$ cat src/quad_dac_consts.svh
// constants of the quad converter serial front end
// assumes 32-bit avalon data and byte addresses on a 6-bit address bus
`ifndef QUAD_DAC_CONSTS_SVH
`define QUAD_DAC_CONSTS_SVH

// register byte offsets; code window base in address bits 5:4
`define QD_CTRL_OFS      6'h00
`define QD_STATUS_OFS    6'h04
`define QD_COUNT_OFS     6'h08
`define QD_WORD_OFS      6'h0c
`define QD_CODE_BASE     2'h1
// control fields and reset value
`define QD_CTRL_EN_BIT   0
`define QD_CTRL_RESET    1'b1
// status fields
`define QD_ST_FRAME_BIT  0
`define QD_ST_STRAP_BIT  1
`define QD_ST_ADDR_LSB   8
`define QD_ST_PD_LSB     16
// fixed global slave address
`define QD_GLOBAL_ADDR   7'h73
// command nibble codes
`define QD_CMD_WRITE     4'h0
`define QD_CMD_UPDATE    4'h1
`define QD_CMD_WR_UPD_ALL 4'h2
`define QD_CMD_WR_UPD    4'h3
`define QD_CMD_PWR_DOWN  4'h4
`define QD_SEL_ALL       4'hf
// strap settle cycles per drive phase
`define QD_STRAP_SETTLE  4'h8
// bit count at which a byte is complete
`define QD_BITS_PER_BYTE 4'h8

`endif

$ cat src/quad_dac_pkg.sv
// types of the quad converter serial front end
// assumes quad_dac_consts.svh holds the register, command and strap constants
package quad_dac_pkg;

	typedef enum logic [2:0] {
		FR_IDLE  = 3'b000,
		FR_ADDR  = 3'b001,
		FR_DATA0 = 3'b010,
		FR_DATA1 = 3'b011,
		FR_DATA2 = 3'b100,
		FR_SKIP  = 3'b101
	} frame_state_t;

	typedef enum logic [1:0] {
		ST_HI   = 2'b00,
		ST_LO   = 2'b01,
		ST_DONE = 2'b10
	} strap_state_t;

endpackage : quad_dac_pkg

$ cat src/i2c_rx_if.sv
// carrier between the bit receiver and the frame controller
// assumes both ends run on the same clock
`timescale 1ns/1ps
`default_nettype none
interface i2c_rx_if;
	logic       start_det;
	logic       stop_det;
	logic       byte_done;
	logic [7:0] byte_data;
	logic       ack_req;

	modport rx  (output start_det, stop_det, byte_done, byte_data,
		input ack_req);
	modport ctl (input start_det, stop_det, byte_done, byte_data,
		output ack_req);
endinterface : i2c_rx_if
`default_nettype wire

$ cat src/i2c_bit_receiver.sv
// two-wire bit receiver: synchronises the lines, finds start and stop,
// shifts bytes in and drives the acknowledge low when asked
// assumes scl and sda arrive asynchronously to clk_i
`timescale 1ns/1ps
`default_nettype none
`include "quad_dac_consts.svh"
module i2c_bit_receiver (
	input  wire logic clk_i,    // system clock
	input  wire logic rst_i,    // synchronous reset, high
	input  wire logic scl_i,    // serial clock pin level
	input  wire logic sda_i,    // serial data pin level
	output logic      sda_oe_o, // pull data low while high
	i2c_rx_if.rx      rx        // byte events to controller
);
	logic [1:0] scl_s_r;
	logic [1:0] sda_s_r;
	logic       scl_q_r;
	logic       sda_q_r;
	logic       active_r;
	logic [3:0] bitcnt_r;
	logic       ack_phase_r;
	logic [7:0] shift_r;
	logic       done_r;
	logic       oe_r;
	logic       scl_rise;
	logic       scl_fall;
	logic       start;
	logic       stop;

	always_ff @(posedge clk_i) begin
		if (rst_i) begin
			scl_s_r <= 2'h3;
			sda_s_r <= 2'h3;
			scl_q_r <= 1'b1;
			sda_q_r <= 1'b1;
		end else begin
			scl_s_r <= {scl_s_r[0], scl_i};
			sda_s_r <= {sda_s_r[0], sda_i};
			scl_q_r <= scl_s_r[1];
			sda_q_r <= sda_s_r[1];
		end
	end

	assign scl_rise = scl_s_r[1] & ~scl_q_r;
	assign scl_fall = ~scl_s_r[1] & scl_q_r;
	assign start = scl_s_r[1] & scl_q_r & sda_q_r & ~sda_s_r[1];
	assign stop  = scl_s_r[1] & scl_q_r & ~sda_q_r & sda_s_r[1];

	always_ff @(posedge clk_i) begin
		if (rst_i) begin
			active_r    <= 1'b0;
			bitcnt_r    <= 4'h0;
			ack_phase_r <= 1'b0;
			shift_r     <= 8'h00;
			done_r      <= 1'b0;
			oe_r        <= 1'b0;
		end else begin
			done_r <= 1'b0;
			if (start) begin
				active_r    <= 1'b1;
				bitcnt_r    <= 4'h0;
				ack_phase_r <= 1'b0;
				oe_r        <= 1'b0;
			end else if (stop) begin
				active_r    <= 1'b0;
				bitcnt_r    <= 4'h0;
				ack_phase_r <= 1'b0;
				oe_r        <= 1'b0;
			end else if (active_r) begin
				if (scl_rise && bitcnt_r < `QD_BITS_PER_BYTE) begin
					shift_r  <= {shift_r[6:0], sda_s_r[1]};
					bitcnt_r <= bitcnt_r + 4'h1;
					if (bitcnt_r == `QD_BITS_PER_BYTE - 4'h1) begin
						done_r <= 1'b1;
					end
				end
				if (scl_fall && bitcnt_r == `QD_BITS_PER_BYTE) begin
					if (!ack_phase_r) begin
						ack_phase_r <= 1'b1;
						oe_r        <= rx.ack_req;
					end else begin
						ack_phase_r <= 1'b0;
						oe_r        <= 1'b0;
						bitcnt_r    <= 4'h0;
					end
				end
			end
		end
	end

	assign sda_oe_o     = oe_r;
	assign rx.start_det = start;
	assign rx.stop_det  = stop;
	assign rx.byte_done = done_r;
	assign rx.byte_data = shift_r;
endmodule : i2c_bit_receiver
`default_nettype wire

$ cat src/quad_dac_i2c_slave_front_end.sv
// write-only two-wire slave front end of a quad converter
// assumes async serial pins, three-state straps, avalon master on clk_i
//
// The address map and the Avalon-MM register port are this design's own decisions.
`timescale 1ns/1ps
`default_nettype none
`include "quad_dac_consts.svh"
module quad_dac_i2c_slave_front_end #(
	parameter int RES_BITS = 16, // 16, 14 or 12
	parameter bit MIDSCALE = 0   // reset to midscale when set
) (
	input  wire logic        clk_i,           // 10 MHz system clock
	input  wire logic        rst_i,           // synchronous reset
	input  wire logic [5:0]  address_i,       // avalon byte address
	input  wire logic        read_i,          // avalon read
	input  wire logic        write_i,         // avalon write
	input  wire logic [31:0] writedata_i,     // avalon write data
	output logic [31:0]      readdata_o,      // avalon read data
	output logic             waitrequest_o,   // avalon wait
	input  wire logic        scl_i,           // serial clock pin
	input  wire logic        sda_i,           // serial data pin level
	output logic             sda_o,           // data drive value, low
	output logic             sda_oe_o,        // data pull-down enable
	input  wire logic [2:0]  address_strap_i, // strap pin levels
	output logic [2:0]       address_strap_o, // strap test drive
	output logic [2:0]       address_strap_oe_o, // strap drive enable
	output logic [3:0][15:0] channel_code_o,  // active codes a..d
	output logic [3:0]       power_down_o     // channel powered down
);
	localparam logic [15:0] RESET_CODE = MIDSCALE ?
		16'(32'h1 << (RES_BITS - 1)) : 16'h0000;

	i2c_rx_if rxb ();

	quad_dac_pkg::frame_state_t fr_r;
	quad_dac_pkg::strap_state_t ss_r;
	logic [2:0]       strap_s1_r;
	logic [2:0]       strap_s2_r;
	logic [3:0]       settle_r;
	logic [2:0]       hi_seen_r;
	logic [2:0]       lo_seen_r;
	logic [4:0]       strap_idx;
	logic [6:0]       slave_addr;
	logic             addr_match;
	logic             ack_r;
	logic [7:0]       cmd_byte_r;
	logic [7:0]       hi_byte_r;
	logic             exec_r;
	logic [15:0]      word_r;
	logic [15:0]      code_in;
	logic [3:0]       cmd;
	logic [3:0]       sel_mask;
	logic             ctrl_en_r;
	logic [15:0]      count_r;
	logic             resp_r;
	logic [31:0]      rdata_r;
	logic [3:0][15:0] input_r;
	logic [3:0][15:0] active_r;
	logic [3:0]       pd_r;

	i2c_bit_receiver u_rx (
		.clk_i    (clk_i),
		.rst_i    (rst_i),
		.scl_i    (scl_i),
		.sda_i    (sda_i),
		.sda_oe_o (sda_oe_o),
		.rx       (rxb)
	);

	// strap level: float follows the test drive, tied pins do not
	function automatic logic [1:0] strap_level(input logic hi,
		input logic lo);
		strap_level = (hi & ~lo) ? 2'h1 : (hi ? 2'h2 : 2'h0);
	endfunction : strap_level

	// select nibble to channel mask
	function automatic logic [3:0] chan_mask(input logic [3:0] sel);
		case (sel)
			4'h0:        chan_mask = 4'h1;
			4'h1:        chan_mask = 4'h2;
			4'h2:        chan_mask = 4'h4;
			4'h3:        chan_mask = 4'h8;
			`QD_SEL_ALL: chan_mask = 4'hf;
			default:     chan_mask = 4'h0;
		endcase
	endfunction : chan_mask

	// strap sync
	always_ff @(posedge clk_i) begin
		if (rst_i) begin
			strap_s1_r <= 3'h0;
			strap_s2_r <= 3'h0;
		end else begin
			strap_s1_r <= address_strap_i;
			strap_s2_r <= strap_s1_r;
		end
	end

	// drive straps high then low and watch which follow
	always_ff @(posedge clk_i) begin
		if (rst_i) begin
			ss_r      <= quad_dac_pkg::ST_HI;
			settle_r  <= 4'h0;
			hi_seen_r <= 3'h0;
			lo_seen_r <= 3'h0;
		end else begin
			case (ss_r)
				quad_dac_pkg::ST_HI: begin
					settle_r <= settle_r + 4'h1;
					if (settle_r == `QD_STRAP_SETTLE - 4'h1) begin
						hi_seen_r <= strap_s2_r;
						settle_r  <= 4'h0;
						ss_r      <= quad_dac_pkg::ST_LO;
					end
				end
				quad_dac_pkg::ST_LO: begin
					settle_r <= settle_r + 4'h1;
					if (settle_r == `QD_STRAP_SETTLE - 4'h1) begin
						lo_seen_r <= strap_s2_r;
						settle_r  <= 4'h0;
						ss_r      <= quad_dac_pkg::ST_DONE;
					end
				end
				quad_dac_pkg::ST_DONE: begin
					settle_r <= 4'h0;
				end
				default: begin
					ss_r <= quad_dac_pkg::ST_HI;
				end
			endcase
		end
	end

	assign address_strap_oe_o = (ss_r == quad_dac_pkg::ST_DONE) ?
		3'h0 : 3'h7;
	assign address_strap_o = (ss_r == quad_dac_pkg::ST_HI) ? 3'h7 : 3'h0;

	assign strap_idx =
		5'(strap_level(hi_seen_r[2], lo_seen_r[2])) * 5'd9 +
		5'(strap_level(hi_seen_r[1], lo_seen_r[1])) * 5'd3 +
		5'(strap_level(hi_seen_r[0], lo_seen_r[0]));
	assign slave_addr = {strap_idx[4:2] + 3'h1, 2'b00, strap_idx[1:0]};

	assign addr_match = (ss_r == quad_dac_pkg::ST_DONE) && ctrl_en_r &&
		!rxb.byte_data[0] &&
		(rxb.byte_data[7:1] == slave_addr ||
		rxb.byte_data[7:1] == `QD_GLOBAL_ADDR);

	// frame sequencing and acknowledge decision
	always_ff @(posedge clk_i) begin
		if (rst_i) begin
			fr_r   <= quad_dac_pkg::FR_IDLE;
			ack_r  <= 1'b0;
			exec_r <= 1'b0;
		end else begin
			exec_r <= 1'b0;
			if (rxb.start_det) begin
				fr_r  <= quad_dac_pkg::FR_ADDR;
				ack_r <= 1'b0;
			end else if (rxb.stop_det) begin
				fr_r  <= quad_dac_pkg::FR_IDLE;
				ack_r <= 1'b0;
			end else if (rxb.byte_done) begin
				case (fr_r)
					quad_dac_pkg::FR_ADDR: begin
						fr_r  <= addr_match ? quad_dac_pkg::FR_DATA0 :
							quad_dac_pkg::FR_SKIP;
						ack_r <= addr_match;
					end
					quad_dac_pkg::FR_DATA0: begin
						fr_r  <= quad_dac_pkg::FR_DATA1;
						ack_r <= 1'b1;
					end
					quad_dac_pkg::FR_DATA1: begin
						fr_r  <= quad_dac_pkg::FR_DATA2;
						ack_r <= 1'b1;
					end
					quad_dac_pkg::FR_DATA2: begin
						fr_r   <= quad_dac_pkg::FR_SKIP;
						ack_r  <= 1'b1;
						exec_r <= 1'b1;
					end
					default: begin
						ack_r <= 1'b0;
					end
				endcase
			end
		end
	end

	assign rxb.ack_req = ack_r;
	assign sda_o = 1'b0;

	// data byte capture
	always_ff @(posedge clk_i) begin
		if (rst_i) begin
			cmd_byte_r <= 8'h00;
			hi_byte_r  <= 8'h00;
			word_r     <= 16'h0000;
		end else if (rxb.byte_done) begin
			if (fr_r == quad_dac_pkg::FR_DATA0) begin
				cmd_byte_r <= rxb.byte_data;
			end
			if (fr_r == quad_dac_pkg::FR_DATA1) begin
				hi_byte_r <= rxb.byte_data;
			end
			if (fr_r == quad_dac_pkg::FR_DATA2) begin
				word_r <= {hi_byte_r, rxb.byte_data};
			end
		end
	end

	assign cmd      = cmd_byte_r[7:4];
	assign sel_mask = chan_mask(cmd_byte_r[3:0]);
	assign code_in  = word_r >> (16 - RES_BITS);

	// per-channel input, active code and power state
	generate
		for (genvar n = 0; n < 4; n++) begin : g_chan
			logic wr;
			logic upd;
			logic pd;
			assign wr = exec_r && sel_mask[n] && (cmd == `QD_CMD_WRITE ||
				cmd == `QD_CMD_WR_UPD_ALL || cmd == `QD_CMD_WR_UPD);
			assign upd = exec_r && ((sel_mask[n] &&
				(cmd == `QD_CMD_UPDATE || cmd == `QD_CMD_WR_UPD)) ||
				cmd == `QD_CMD_WR_UPD_ALL);
			assign pd = exec_r && sel_mask[n] && cmd == `QD_CMD_PWR_DOWN;
			always_ff @(posedge clk_i) begin
				if (rst_i) begin
					input_r[n]  <= RESET_CODE;
					active_r[n] <= RESET_CODE;
					pd_r[n]     <= 1'b0;
				end else begin
					if (wr) begin
						input_r[n] <= code_in;
					end
					if (upd) begin
						active_r[n] <= wr ? code_in : input_r[n];
						pd_r[n]     <= 1'b0;
					end else if (pd) begin
						pd_r[n] <= 1'b1;
					end
				end
			end
		end
	endgenerate

	// k over 2^N of span: code handed on right aligned
	assign channel_code_o = active_r;
	assign power_down_o   = pd_r;

	// executed command counter
	always_ff @(posedge clk_i) begin
		if (rst_i) begin
			count_r <= 16'h0000;
		end else if (exec_r) begin
			count_r <= count_r + 16'h0001;
		end
	end

	// avalon slave: one wait state per access
	assign waitrequest_o = (read_i | write_i) & ~resp_r;

	always_ff @(posedge clk_i) begin
		if (rst_i) begin
			resp_r <= 1'b0;
		end else begin
			resp_r <= (read_i | write_i) & ~resp_r;
		end
	end

	always_ff @(posedge clk_i) begin
		if (rst_i) begin
			ctrl_en_r <= `QD_CTRL_RESET;
		end else if (write_i && resp_r && address_i == `QD_CTRL_OFS) begin
			ctrl_en_r <= writedata_i[`QD_CTRL_EN_BIT];
		end
	end

	always_ff @(posedge clk_i) begin
		if (rst_i) begin
			rdata_r <= 32'h0000_0000;
		end else if (read_i && !resp_r) begin
			rdata_r <= 32'h0000_0000;
			if (address_i[5:4] == `QD_CODE_BASE) begin
				rdata_r[15:0] <= active_r[address_i[3:2]];
			end else begin
				case (address_i)
					`QD_CTRL_OFS: rdata_r[`QD_CTRL_EN_BIT] <= ctrl_en_r;
					`QD_STATUS_OFS: begin
						rdata_r[`QD_ST_FRAME_BIT] <=
							fr_r != quad_dac_pkg::FR_IDLE;
						rdata_r[`QD_ST_STRAP_BIT] <=
							ss_r == quad_dac_pkg::ST_DONE;
						rdata_r[`QD_ST_ADDR_LSB +: 7] <= slave_addr;
						rdata_r[`QD_ST_PD_LSB +: 4]   <= pd_r;
					end
					`QD_COUNT_OFS: rdata_r[15:0] <= count_r;
					`QD_WORD_OFS:  rdata_r[23:0] <= {cmd_byte_r, word_r};
					default:       rdata_r <= 32'h0000_0000;
				endcase
			end
		end
	end

	assign readdata_o = rdata_r;
endmodule : quad_dac_i2c_slave_front_end
`default_nettype wire

$ cat config.mk
export PLATFORM = sky130hd
export DESIGN_NAME = quad_dac_i2c_slave_front_end
export DESIGN_NICKNAME = d
export VERILOG_FILES = /design/src/quad_dac_pkg.sv /design/src/i2c_rx_if.sv /design/src/i2c_bit_receiver.sv /design/src/quad_dac_i2c_slave_front_end.sv
export VERILOG_INCLUDE_DIRS = /design/src
export SDC_FILE = /design/constraint.sdc
export NUM_CORES = 1
export LEC_CHECK = 0
export ABC_AREA = 1
export BUFFER_PORTS_ARGS = -buffer_cell sky130_fd_sc_hd__buf_2
export CAP_MARGIN = 20
export CORE_UTILIZATION = 50
export DETAILED_ROUTE_END_ITERATION = 10
export HOLD_SLACK_MARGIN = 0.02
export PLACE_DENSITY = 0.71
export RECOVER_POWER = 100
export SYNTH_ARGS = -nofsm -noshare
export SYNTH_HDL_FRONTEND = slang
export SYNTH_HIERARCHICAL = 1
export SYNTH_SLANG_ARGS = --single-unit
$ cat constraint.sdc
create_clock -name clk_i -period 4.3 [get_ports clk_i]
set_input_delay 0.215 -clock clk_i [delete_from_list [all_inputs] [get_ports clk_i]]
set_output_delay 0.215 -clock clk_i [all_outputs]
set_load 0.005 [all_outputs]
Word level (Yosys, flattened, before mapping) --
Cells that the tools add are included.
Word-level totals: input bits 47, logic and storage cells 211, output and inout port bits 109, register bits after elaboration 259
Operators by class: multiply operators 2, add/subtract/negate cells 6, order comparisons 2, muxes and demuxes 44, equal/unequal tests 25, reductions and logical operators 67, bitwise operators 26
Operators by type and width (number):
- 16-bit two-way mux | 6
- 16-bit binary-select mux with 2-bit select | 1
- 1-bit logical AND | 28
- 7-bit case mux with 3 select lines | 1
- 4-bit two-way mux | 5
- 4-bit case mux with 5 select lines | 1
- 16-bit by 1-bit adder with 16-bit output (second input constant) | 1
- 4-bit by 2-bit == test with 1-bit output (second input constant) | 4
- 2-bit two-way mux | 8
- 4-bit case mux with 2 select lines | 2
- 2-bit AND reduction | 8
- 1-bit inverter | 14
- 4-bit by 3-bit == test with 1-bit output (second input constant) | 3
- 6-bit by 4-bit == test with 1-bit output (second input constant) | 2
- 3-bit case mux with 4 select lines | 1
- 6-bit case mux with 2 select lines | 1
- 1-bit AND | 11
- 2-bit OR reduction | 5
- 1-bit two-way mux | 9
- 3-bit two-way mux | 3
- 4-bit by 1-bit adder with 4-bit output (second input constant) | 2
- 4-bit by 1-bit == test with 1-bit output (second input constant) | 2
- 4-bit == test (second input constant) | 2
- 4-bit logical NOT | 2
- other kinds (35) | 50

Logic depth before layout (Yosys ltp) --
Gate-level depths: netlist of run 1.
depth in word-level cells 15, mapped depth 28, mapped depth without buffers 28

Cells and area by module --
The synthesis of run 1 kept the hierarchy.
By module, submodules not included:
- quad_dac_i2c_slave_front_end | cells an instance 1240, seq. area each 4584.4 um2, area an instance 9419.0 um2, times used 1
- i2c_bit_receiver | cells an instance 111, seq. area each 440.4 um2, area an instance 897.1 um2, times used 1

Worst setup path after synthesis of run 1 --
No wires, ideal clock.
kind register to register, start point register hi_seen_r[1], end point register fr_r[0], cell stages (with the launch flop) 27, path slack 1.298 ns, library setup time 0.132 ns, data required time 4.168 ns, period minus slack after synthesis 3.002 ns, data arrival time 2.870 ns, path through dfxtp_1 > inv_1 > nor3_1 > nor2_1 > ha_1 > inv_1 > o21ai_0 > inv_1 > fa_1 > inv_1 > nand2_1 > nand2_1 > inv_1 > ha_1 > inv_1 > nand2_1 > nand2_1 > nor2_1 > nand2_1 > nor2_1 > nand3_1 > nand2_1 > nand2_1 > nand2_1 > nand2_1 > nand2_1 > a21oi_1
Between the ends: longest elaborated chain between the ends 14
RTL lines:
- start, declared | line quad_dac_i2c_slave_front_end.sv:40 | logic [2:0] hi_seen_r;
- start signal, assigned | line quad_dac_i2c_slave_front_end.sv:111 | hi_seen_r <= strap_s2_r;
- 1-bit AND or 2-bit two-way mux (tied branches) | line quad_dac_i2c_slave_front_end.sv:73 | strap_level = (hi & ~lo) ? 2'h1 : (hi ? 2'h2 : 2'h0);
- 2-bit two-way mux (*) | line quad_dac_i2c_slave_front_end.sv:73
- 2-bit by 2-bit multiplier with 4-bit output (*) | line quad_dac_i2c_slave_front_end.sv:140 | 5'(strap_level(hi_seen_r[1], lo_seen_r[1])) * 5'd3 +
- 5-bit by 4-bit adder with 5-bit output (*) | line quad_dac_i2c_slave_front_end.sv:139 | 5'(strap_level(hi_seen_r[2], lo_seen_r[2])) * 5'd9 +
- 5-bit by 2-bit adder with 5-bit output (*) | line quad_dac_i2c_slave_front_end.sv:140
- 3-bit by 1-bit adder with 3-bit output | line quad_dac_i2c_slave_front_end.sv:142 | assign slave_addr = {strap_idx[4:2] + 3'h1, 2'b00, strap_idx[1:0]};
- 7-bit == test (*) | line quad_dac_i2c_slave_front_end.sv:146 | (rxb.byte_data[7:1] == slave_addr ||
- 1-bit logical OR (no line) (*)
- 1-bit logical AND (*) | line quad_dac_i2c_slave_front_end.sv:144 | assign addr_match = (ss_r == quad_dac_pkg::ST_DONE) && ctrl_en_r &&
- 3-bit two-way mux (*) | line quad_dac_i2c_slave_front_end.sv:166 | fr_r <= addr_match ? quad_dac_pkg::FR_DATA0 :
- 3-bit case mux with 4 select lines (*) | line quad_dac_i2c_slave_front_end.sv:164 | case (fr_r)
- 1-bit two-way mux (*) | line quad_dac_i2c_slave_front_end.sv:163 | end else if (rxb.byte_done) begin
- 1-bit two-way mux (*) | line quad_dac_i2c_slave_front_end.sv:160 | end else if (rxb.stop_det) begin
- 1-bit two-way mux (*) | line quad_dac_i2c_slave_front_end.sv:157 | if (rxb.start_det) begin
- end signal, assigned | line quad_dac_i2c_slave_front_end.sv:158 | fr_r <= quad_dac_pkg::FR_ADDR;
- end signal, assigned | line quad_dac_i2c_slave_front_end.sv:161 | fr_r <= quad_dac_pkg::FR_IDLE;
- end signal, assigned | line quad_dac_i2c_slave_front_end.sv:166
- end, declared | line quad_dac_i2c_slave_front_end.sv:35 | quad_dac_pkg::frame_state_t fr_r;
Mark *: on every way between the ends. The rest lies on a longest branch, timed or not. The select of a mux whose other input is x is not followed. A chain may end at the register's enable or synchronous reset.

==> run metrics, run 1 <==
initial antenna violation count=0; power per standard cell area=393.3 nW/um2; Post-Synth XOR/XNOR Area=0.003396; non-filler cells, final=1737; clock transition at the register clock pins on the worst setup and hold paths after CTS=0.06 ns; area share of the leading cell type in the synthesized netlist=0.4871; Main synth FF type=dfxtp_1; number of H-tree levels=1; global route overflow=0; total wire length=29230 um; Bufs on Longest Clock Path=3; end of the worst register-to-register path=fr_r[0]; largest driver fanout on the critical path=87; total length of routed met2 wires=12950 um; die height=145.6 um; CTS tree=done; largest area contributor in the synthesized netlist=dfxtp_1; Port Buffers=115; violation count after the first detailed-route iteration=893; Synth Area in Simple Gates=0.1996; final net count=1506; endpoints failing setup=0; total of max-cap violations=2; failing checks=max-capacitance violations, max-slew violations; internal power consumption=3.659 mW; clock share of power=0.466; Min-Delay Path Class=in2reg; source of the worst hold timing path=address_i[5]; aggregate negative setup slack=0 ns; sequential cell fraction of total power=0.502; Seq cells post-synth=251; ranking of synthesized cells by area=dfxtp_1 (49%), nor2_1 (9.0%), a21oi_1 (7.7%), nand2_1 (5.5%), inv_1 (5.3%); Max Clock Freq=270.6 MHz; number of enable flip-flop cells after synthesis=0; uppermost layer routed=met4; first-pass GRT wire length=45080 um; static power due to leakage=4.798 nW; combined area of all synthesized cells=10320 um2; final max-slew violation count=133; multiplexer area fraction after synthesis=0; horizontal die dimension=145.6 um; setup repair after global routing missed its margin=false; number of cells in the design after placement=1676; sequential-to-total area share from yosys stat=0.4871; vias in the first global route=8332; detail-routed via count per cell=5.444; placed inst area=10960 um2; CP Data Required Time=4.69 ns; total half-perimeter wirelength after legalization and detailed placement=20170 um; Tot GR Track Use=0.2698; Fin Hold WS=0.2200 ns; switching power share of the total=0.2201; DR vias=9456; kind of end point of the critical path=flop; total net switching power=1.033 mW; core footprint=20230 um2; origin of the critical flop-to-flop path=hi_seen_r[1]; number of distinct library cell variants in the gate-level netlist after synthesis=47; clock sink count=251; top-level port count=156; average wire length per cell after detail routing=16.83 um; cells resized by post-CTS repair=0; IR drop worst, VDD=0.0003242 V; Reg2Reg Setup Slack=0.76 ns; Comb power frac=0.032; post-route cell area=11930 um2; Skew-Pair Late Insertion Delay=0.53 ns; starting density of the core=0.5098; clock tree root buffer cell=clkbuf_16; Mapped Avg Cell Area=7.636 um2; clock period minus final worst setup slack=3.696 ns; total iterations of the first detailed-routing run=5; synthesized-area fraction occupied by ao, oa, aoi and oai cells=0.2023; remaining antenna violation count after routing=0; maximum number of pins on one net before global-route repair=88; routability-driven placement congestion ratio=0.8767; hold path endpoint=readdata_o[12]; outcome=complete, but fails checks; detailed-routing wirelength on met1=12890 um; dominant combinational cell family by area after synthesis=compound AO/OA/AOI/OAI gates; warning count from the yosys run=6; number of cell rows=52; post-route clock period utilization=0.8596; count of cells along the worst hold path=4; cells after synthesis=1351; WS Path Type=in2reg; adder and majority cell fraction of the synthesized area=0.01528; final hold vios=0; skew final=0.02110 ns; layout cells sized above 1=0.1104; DRC violations left=0; Startpoint Class=primary input; reg2reg path depth=26; FFs w/ async S/R, synth=0; worst-margin pin slew=2.112 ns; area growth from synthesis to layout=15.62%; DIE AREA=21210 um2; routed length on met3=2216 um; CTS Buf Count=26; Inserted Diodes=0; data arrival time of the critical path=4.08 ns; relative slew slack=-0.4080
==> worst max path at each step <==
stage	endpoint	startpoint	slack [ns]
floorplan	fr_r[0]	hi_seen_r[1]	1.30
CTS	fr_r[0]	hi_seen_r[1]	0.87
global route	fr_r[0]	lo_seen_r[0]	0.30
global placement	fr_r[0]	hi_seen_r[1]	0.99
finish	channel_code_o[57]	rst_i	0.60
detailed placement	fr_r[0]	hi_seen_r[1]	0.92
==> placed cells by master (no fill, tap or decap), drive strengths merged <==
cell / n
nand3: 38
nand2: 158
or3: 13
o21bai: 1
o21ai: 83
a22oi: 28
xor2: 4
a211oi: 57
and3: 1
nor3b: 2
buf: 94
dfxtp: 251
o221ai: 1
conb: 9
a21oi: 160
a41oi: 1
dlygate4sd3: 9
nor4: 2
a31o: 1
nor2: 252
o2bb2ai: 2
ha: 11
a41o: 1
clkinv: 8
o31ai: 2
fa: 1
o22ai: 13
a221oi: 3
nor3: 13
nand4: 9
or2: 5
inv: 150
clkbuf: 78
a31oi: 6
==> synthesized netlist by cell type, drive strengths merged, types with 2 or more instances <==
master   instances
a21oi          160
xor2             4
clkinv           3
clkbuf          50
nand4            9
o22ai           13
buf             28
nor3            13
o31ai            2
dfxtp          251
a221oi           3
nand3           38
a31oi            6
ha              11
or2              5
o21ai           83
nor2           252
nor4             2
o2bb2ai          2
a22oi           28
nor3b            2
a211oi          57
or3             13
inv            150
nand2          158
==> worst max-delay path, cell delays in order <==
cell and delay, ns:
clkbuf_1 1.48, buf_4 0.66, clkbuf_2 1.33, or3_1 0.29, a22oi_1 0.07
==> area by class of cell <==
class                      count  area (um2)
clock buffer                  43       804.5
multi-input combinational    877        4368
timing repair buffer         138       780.7
sequential                   251        5025
inverter                     153       575.6
clock inverter                 5       36.28
fill                        1906        8307
tap                          270       337.8
==> cells by family after synthesis <==
family | after synthesis
and+or+nand+nor | 493
AOI/OAI and AO/OA | 359
DFF | 251
buffers and inverters | 231
adders and majority gates | 12
xor gates and xnor gates | 4
other | 1
==> power groups by stage <==
stage	clock, mW	combinational, mW	sequential [mW]
2_1_floorplan	0	0.100	2.40
3_3_place_gp	0	0.144	2.41
4_1_cts	2.22	0.150	2.36
6_report	2.19	0.150	2.36
3_5_place_dp	0	0.144	2.41
5_1_grt	2.31	0.165	2.36
==> timing repair <==
action	in CTS	in global routing
setup buffers	0	0
hold endpoints to repair	7	0
hold buffers	9	0
==> sequential cells by signal, summed over array words and instances, names as in the netlist, 8 cells and up <==
signal             cells
channel_code_o        64
code_in               16
input_r               64
cmd_byte_r             8
u_rx/rx.byte_data      8
hi_byte_r              8
count_r               16
readdata_o            24
==> layer usage <==
layer | up-vias | global-route usage
li1 | 4650 | -
met1 | 4390 | 0.3769
met2 | 356 | 0.4139
met3 | 60 | 0.04295
met4 | 0 | 0.1147
met5 | - | 0
==> stage by stage <==
stage	util	power, mW	worst slack [ns]
floorplan	-	2.505	1.298
global placement	0.5419	2.551	0.9921
detailed placement	0.5419	2.551	0.9227
CTS	0.5879	4.723	0.8699
global route	0.5895	4.831	0.2974
finish	0.5895	4.692	0.6039
No activity file was read; power rests on OpenSTA's default activity.
==> run 2: changes to the inputs <==
--- a/config.mk
+++ b/config.mk
@@ -12,7 +12,7 @@
 export CORE_UTILIZATION = 50
 export DETAILED_ROUTE_END_ITERATION = 10
 export HOLD_SLACK_MARGIN = 0.02
-export PLACE_DENSITY = 0.71
+export PLACE_DENSITY = 0.7
 export RECOVER_POWER = 100
 export SYNTH_ARGS = -nofsm -noshare
 export SYNTH_HDL_FRONTEND = slang
==> run 2 against run 1 <==
The run still ends with max-capacitance violations, max-slew violations left. Count of clock-buffer cells in the layout shrank 1. Global-route usage grew 0.096 points. Cell area shrank 0.76%. Combinational power is essentially flat. Sequential share of layout area grew 0.32 points. Worst setup slack gained 0.17 ns. Clock skew shrank 0.0091 ns. Via count is essentially flat. First-iteration DRC count shrank 1.8%. Fmax grew 4.7%. Critical path depth grew 21. Largest power group unchanged.
==> run metrics, run 2 (same netlist as run 1, synthesis figures left out) <==
DIE AREA=21210 um2 (unchanged); top-level port count=156 (unchanged); filler cell count in the final layout=1889 (was 1906); Port Buffers=115 (unchanged); Fin Hold WS=0.04397 ns (was 0.2200 ns); DRC violations left=0 (unchanged); power per standard cell area=397.4 nW/um2 (was 393.3 nW/um2); remaining antenna violation count after routing=0 (unchanged); die height=145.6 um (unchanged); setup repair after global routing missed its margin=false (unchanged); maximum number of pins on one net before global-route repair=90 (was 88); Inserted Diodes=0 (unchanged); number of cell rows=52 (unchanged); WS Path Type=reg2reg (was in2reg); average wire length per cell after detail routing=16.86 um (was 16.83 um); Finished Core Util=0.5850 (was 0.5895); starting density of the core=0.5098 (unchanged); cells resized by post-CTS repair=0 (unchanged); layout cells sized above 1=0.1032 (was 0.1104); post-route clock period utilization=0.8208 (was 0.8596); Reg2Reg Setup Slack=0.77 ns (was 0.76 ns); endpoints failing setup=0 (unchanged); skew final=0.01199 ns (was 0.02110 ns); static power due to leakage=4.744 nW (was 4.798 nW); core footprint=20230 um2 (unchanged); area growth from synthesis to layout=14.75% (was 15.62%); first-pass GRT wire length=45150 um (was 45080 um); total wire length=29230 um (about the same); detail-routed via count per cell=5.462 (was 5.444); Bufs on Longest Clock Path=3 (unchanged); clock transition at the register clock pins on the worst setup and hold paths after CTS=0.06 ns (about the same); routability-driven placement congestion ratio=0.9410 (was 0.8767); total setup buffers inserted after CTS=0 (unchanged); aggregate negative setup slack=0 ns (unchanged); CP Data Required Time=4.66 ns (was 4.69 ns); final max-slew violation count=134 (was 133); total iterations of the first detailed-routing run=5 (unchanged); data arrival time of the critical path=3.89 ns (was 4.08 ns); number of H-tree levels=1 (unchanged); violation count after the first detailed-route iteration=877 (was 893); total half-perimeter wirelength after legalization and detailed placement=20260 um (was 20170 um); clock sink count=251 (unchanged); CTS tree=done (unchanged); clock period minus final worst setup slack=3.529 ns (was 3.696 ns); vias in the first global route=8393 (was 8332); total area of multi-input combinational cells=4358 um2 (was 4368 um2); global route overflow=0 (unchanged); relative slew slack=-0.2203 (was -0.4080); Tot GR Track Use=0.2707 (was 0.2698); total of max-cap violations=2 (unchanged); Min-Delay Path Class=in2reg (unchanged); Worst path most repeated cell=nand2_1; Startpoint Class=flop (was primary input); commonest cells after routing, fill and taps aside=dfxtp_1 (251), nor2_1 (247), a21oi_1 (159), nand2_1 (152), inv_1 (147) (was dfxtp_1 (251), nor2_1 (246), a21oi_1 (159), nand2_1 (153), inv_1 (145)); largest driver fanout on the critical path=4 (was 87); IR drop worst, VDD=0.0003018 V (was 0.0003242 V); Max Clock Freq=283.3 MHz (was 270.6 MHz); outcome=complete, but fails checks (unchanged); failing checks=max-capacitance violations, max-slew violations (unchanged); Skew-Pair Late Insertion Delay=0.52 ns (was 0.53 ns); clock tree root buffer cell=clkbuf_16 (unchanged); initial antenna violation count=0 (unchanged); Storage cell area=5025 um2 (unchanged); CTS Buf Count=26 (unchanged); most frequent standard cell in the layout excluding fill and tap cells=dfxtp_1 (unchanged); highest cell delay on the worst timing path=0.43 ns (was 1.48 ns); DR vias=9465 (was 9456); final net count=1503 (was 1506); worst-margin pin slew=1.830 ns (was 2.112 ns); slowest cell on the critical path=fa_1 (was clkbuf_1); kind of end point of the critical path=flop (unchanged); final hold vios=0 (unchanged); horizontal die dimension=145.6 um (unchanged)
[run 2: final timing paths]
check	startpoint	end	cells past startpoint
max	hi_seen_r[1]	fr_r[0]	26
min	writedata_i[0]	ctrl_en_r	3
max reg2reg	hi_seen_r[1]	fr_r[0]	26
min reg2reg	strap_s1_r[1]	strap_s2_r[1]	2
[run 2: layer usage]
layer,track usage,vias to the layer above,share of wire
met2,0.4334,379,0.45
met3,0.04702,74,0.077
met5,0,-,0
li1,-,4638,-
met1,0.3554,4374,0.43
met4,0.1295,0,0.046
[run 2: critical path, delay by kind of cell, from the launching register on]
| family | cells | cell delay, ns |
|---|---|---|
| AND/OR/NAND/NOR | 15 | 1.27 |
| adder cells (fa/ha/maj) | 3 | 1.02 |
| flip-flops | 1 | 0.36 |
| AO/OA/AOI/OAI | 2 | 0.32 |
| buffers and inverters | 6 | 0.40 |
[run 2: timing repair]
action | 4_1_cts | 5_1_grt
setup endpoints to repair | 0 | 0
hold endpoints to repair | 6 | 0
hold buffers | 7 | 0
[run 2: through the flow]
stage          instances  worst slack (ns)  total power [mW]  area, um2
2_1_floorplan       1359             1.298             2.505      10350
3_3_place_gp        1675            0.9705             2.550      10960
3_5_place_dp        1676            0.7836             2.553      10970
4_1_cts             1730            0.7673             4.733      11880
5_1_grt             1733            0.3951             4.848      11840
6_report            1733            0.7707             4.704      11840
[run 2: cell type report]
class / count / share of cell area
flip-flops and latches: 251 / 0.4245
repair buffers: 135 / 0.05908
multi-input cells: 877 / 0.3681
inverters: 153 / 0.04862
clock buffers: 42 / 0.06691
clock inverters: 5 / 0.004228
well taps: 270 / 0.02854
[run 2: power by group]
part | leakage [nW] | switching, mW | internal (mW) | total [mW]
Combinational | 2.30 | 0.107 | 0.0417 | 0.148
Clock | 0.416 | 0.886 | 1.31 | 2.20
Sequential | 2.03 | 0.0142 | 2.34 | 2.36
==> run 3: changes to the inputs <==
--- a/config.mk
+++ b/config.mk
@@ -12,7 +12,7 @@
 export CORE_UTILIZATION = 50
 export DETAILED_ROUTE_END_ITERATION = 10
 export HOLD_SLACK_MARGIN = 0.02
-export PLACE_DENSITY = 0.7
+export PLACE_DENSITY = 0.73
 export RECOVER_POWER = 100
 export SYNTH_ARGS = -nofsm -noshare
 export SYNTH_HDL_FRONTEND = slang
==> constraint.sdc (replaced) <==
create_clock -name clk_i -period 2.9 [get_ports clk_i]
set_input_delay 0.145 -clock clk_i [delete_from_list [all_inputs] [get_ports clk_i]]
set_output_delay 0.145 -clock clk_i [all_outputs]
set_load 0.005 [all_outputs]
==> run 3 against run 2 <==
The run ends with negative setup slack left. Core utilization grew 3.0 points. Cell area grew 5.2%. Critical path depth shrank 2. Cell count grew 3.0%. Hold slack gained 0.14 ns. Register-to-register slack lost 0.98 ns. Global-route usage grew 0.99 points. Non-clock buffer count grew 51. Total power grew 47%. Clock skew grew 0.021 ns. Worst setup slack lost 0.98 ns. Fmax grew 14%. Critical path type unchanged. Largest cell class unchanged. Highest routed layer unchanged.
==> run metrics, run 3 (same netlist as run 1, synthesis figures left out) <==
outcome=complete, but fails checks (unchanged); failing checks=negative setup slack (was max-capacitance violations, max-slew violations); final total power=6.937 mW (was 4.704 mW); total area of multi-input combinational cells=4488 um2 (was 4358 um2); static power due to leakage=5.160 nW (was 4.744 nW); setup repair after global routing missed its margin=true (was false); data arrival time of the critical path=3.46 ns (was 3.89 ns); largest driver fanout on the critical path=4 (unchanged); violation count after the first detailed-route iteration=771 (was 877); aggregate negative setup slack=-0.5560 ns (was 0 ns); final max-slew violation count=0 (was 134); Worst path most repeated cell=nand2_2 (was nand2_1); die height=145.6 um (unchanged); total of max-cap violations=0 (was 2); CTS Buf Count=26 (unchanged); starting density of the core=0.5098 (unchanged); global route overflow=0 (unchanged); total half-perimeter wirelength after legalization and detailed placement=20810 um (was 20260 um); Top delay family on crit path=simple AND/OR/NAND/NOR gates (unchanged); WP depth=24 (was 26); DR vias=9754 (was 9465); vias in the first global route=8799 (was 8393); detail-routed via count per cell=5.464 (was 5.462); clock period minus final worst setup slack=3.109 ns (was 3.529 ns); clock tree root buffer cell=clkbuf_16 (unchanged); highest cell delay on the worst timing path=0.37 ns (was 0.43 ns); Skew-Pair Late Insertion Delay=0.54 ns (was 0.52 ns); total iterations of the first detailed-routing run=6 (was 5); number of cell rows=52 (unchanged); core footprint=20230 um2 (unchanged); Bufs on Longest Clock Path=3 (unchanged); Port Buffers=115 (unchanged); kind of end point of the critical path=flop (unchanged); first-pass GRT wire length=47130 um (was 45150 um); CP Data Required Time=3.25 ns (was 4.66 ns); post-route cell area=12450 um2 (was 11840 um2); power per standard cell area=557.1 nW/um2 (was 397.4 nW/um2); final hold vios=0 (unchanged); Tot GR Track Use=0.2806 (was 0.2707); cell-by-cell listing of the critical path=inv_4, nor3_4, nor2_1, ha_1, inv_1, o21ai_2, inv_1, fa_2, nand2_2, nand2_2, buf_4, buf_4, buf_4, buf_4, nand2_1, nand2_1, nor2_1, nand3_1, nand2_1, nand2_1, nand2_2, nand2_2, nand2_2, a21oi_2; Storage cell area=5030 um2 (was 5025 um2); Buf+Inv Stages, Crit Path=7 (was 6); maximum number of pins on one net before global-route repair=93 (was 90); DRC violations left=0 (unchanged); final net count=1554 (was 1503); remaining antenna violation count after routing=0 (unchanged); slowest cell on the critical path=fa_2 (was fa_1); relative slew slack=0.3359 (was -0.2203); layout cells sized above 1=0.1749 (was 0.1032); post-route clock period utilization=1.072 (was 0.8208); placed inst area=11160 um2 (was 10970 um2); horizontal die dimension=145.6 um (unchanged); number of H-tree levels=1 (unchanged); clock sink count=251 (unchanged); Min-Delay Path Class=in2reg (unchanged); reg2reg path depth=24 (was 26); WS Path Type=reg2reg (unchanged); Finished Core Util=0.6154 (was 0.5850); endpoints failing setup=4 (was 0); number of cells in the design after placement=1700 (was 1676); total wire length=30300 um (was 29230 um); Reg2Reg Setup Slack=-0.21 ns (was 0.77 ns); Max Clock Freq=321.7 MHz (was 283.3 MHz); Final Worst Setup Slack=-0.2089 ns (was 0.7707 ns); worst-margin pin slew=0.9961 ns (was 1.830 ns); count of cells along the worst hold path=5 (was 3); skew final=0.03257 ns (was 0.01199 ns); routability-driven placement congestion ratio=0.8701 (was 0.9410); filler cell count in the final layout=1816 (was 1889); initial antenna violation count=0 (unchanged); DIE AREA=21210 um2 (unchanged); most frequent standard cell in the layout excluding fill and tap cells=dfxtp_1 (unchanged); CTS tree=done (unchanged); clock transition at the register clock pins on the worst setup and hold paths after CTS=0.06 ns (about the same); commonest cells after routing, fill and taps aside=dfxtp_1 (247), nor2_1 (244), a21oi_1 (156), inv_1 (141), nand2_1 (139) (was dfxtp_1 (251), nor2_1 (247), a21oi_1 (159), nand2_1 (152), inv_1 (147)); Inserted Diodes=0 (unchanged); Startpoint Class=flop (unchanged); top-level port count=156 (unchanged); non-filler cells, final=1785 (was 1733); area growth from synthesis to layout=20.70% (was 14.75%); IR drop worst, VDD=0.0005136 V (was 0.0003018 V); average wire length per cell after detail routing=16.98 um (was 16.86 um)
[run 3: changes by cell type in the layout (fill, tap and decap cells not counted), moves of 4 or more]
| cell | previous run | this run |
|---|---|---|
| buf_4 | 5 | 46 |
| clkbuf_1 | 45 | 7 |
| buf_2 | 81 | 114 |
| dlygate4sd3_1 | 7 | 24 |
| nand2_1 | 152 | 139 |
| nand2_2 | 4 | 17 |
| o21ai_0 | 79 | 72 |
| inv_1 | 147 | 141 |
| inv_2 | 2 | 8 |
| o21ai_1 | 4 | 10 |
| clkbuf_2 | 4 | 0 |
| dfxtp_1 | 251 | 247 |
| dfxtp_2 | 0 | 4 |
[run 3: area by class of cell]
cell class,instances,area share
Inverter,153,0.04642
Clock buffer,40,0.06210
Tap cell,270,0.02713
Clock inverter,8,0.004622
Multi-Input combinational cell,877,0.3604
Sequential cell,251,0.4039
Timing Repair Buffer,186,0.09536
[run 3: routing by layer]
metal  vias to the layer above  share of wire  track usage
met2                       387           0.44       0.4387
met5                         -              0            0
li1                       4751              -            -
met4                         0          0.054       0.1463
met3                        77          0.077      0.03793
met1                      4539           0.43       0.3793
[run 3: timing repair]
action / CTS / global route
setup buffers: 11 / 3
hold buffers: 24 / 0
hold endpoints to repair: 17 / 0
setup endpoints to repair: 5 / 6
gates resized for setup: 18 / 20
pin swaps: 10 / 11
[run 3: through the flow]
| step | setup slack (ns) | hold slack [ns] |
|---|---|---|
| after floorplan | 0.05544 | 0.2141 |
| after detailed placement | -0.2646 | 0.3300 |
| after global routing | -0.4426 | 0.2142 |
| after global placement | -0.1280 | 0.3326 |
| final | -0.2089 | 0.1821 |
| after CTS | -0.1109 | 0.1575 |
[run 3: worst min-delay path, cell delays in order]
cell	delay [ns]
buf_2	0.12
nor2_1	0.11
nand2_1	0.08
a31o_2	0.17
a21oi_1	0.04
[run 3: report_power, final]
group	switching, mW	internal (mW)
combinational	0.166	0.0815
sequential	0.0209	3.47
clock	1.35	1.84
total	1.54	5.40
[run 3: final timing paths]
check | from | endpoint
setup reg to reg | hi_seen_r[1] | fr_r[0]
hold / removal | address_i[3] | readdata_o[12]
hold reg to reg | u_rx/scl_s_r[0] | u_rx/scl_s_r[1]
setup / recovery | hi_seen_r[1] | fr_r[0]
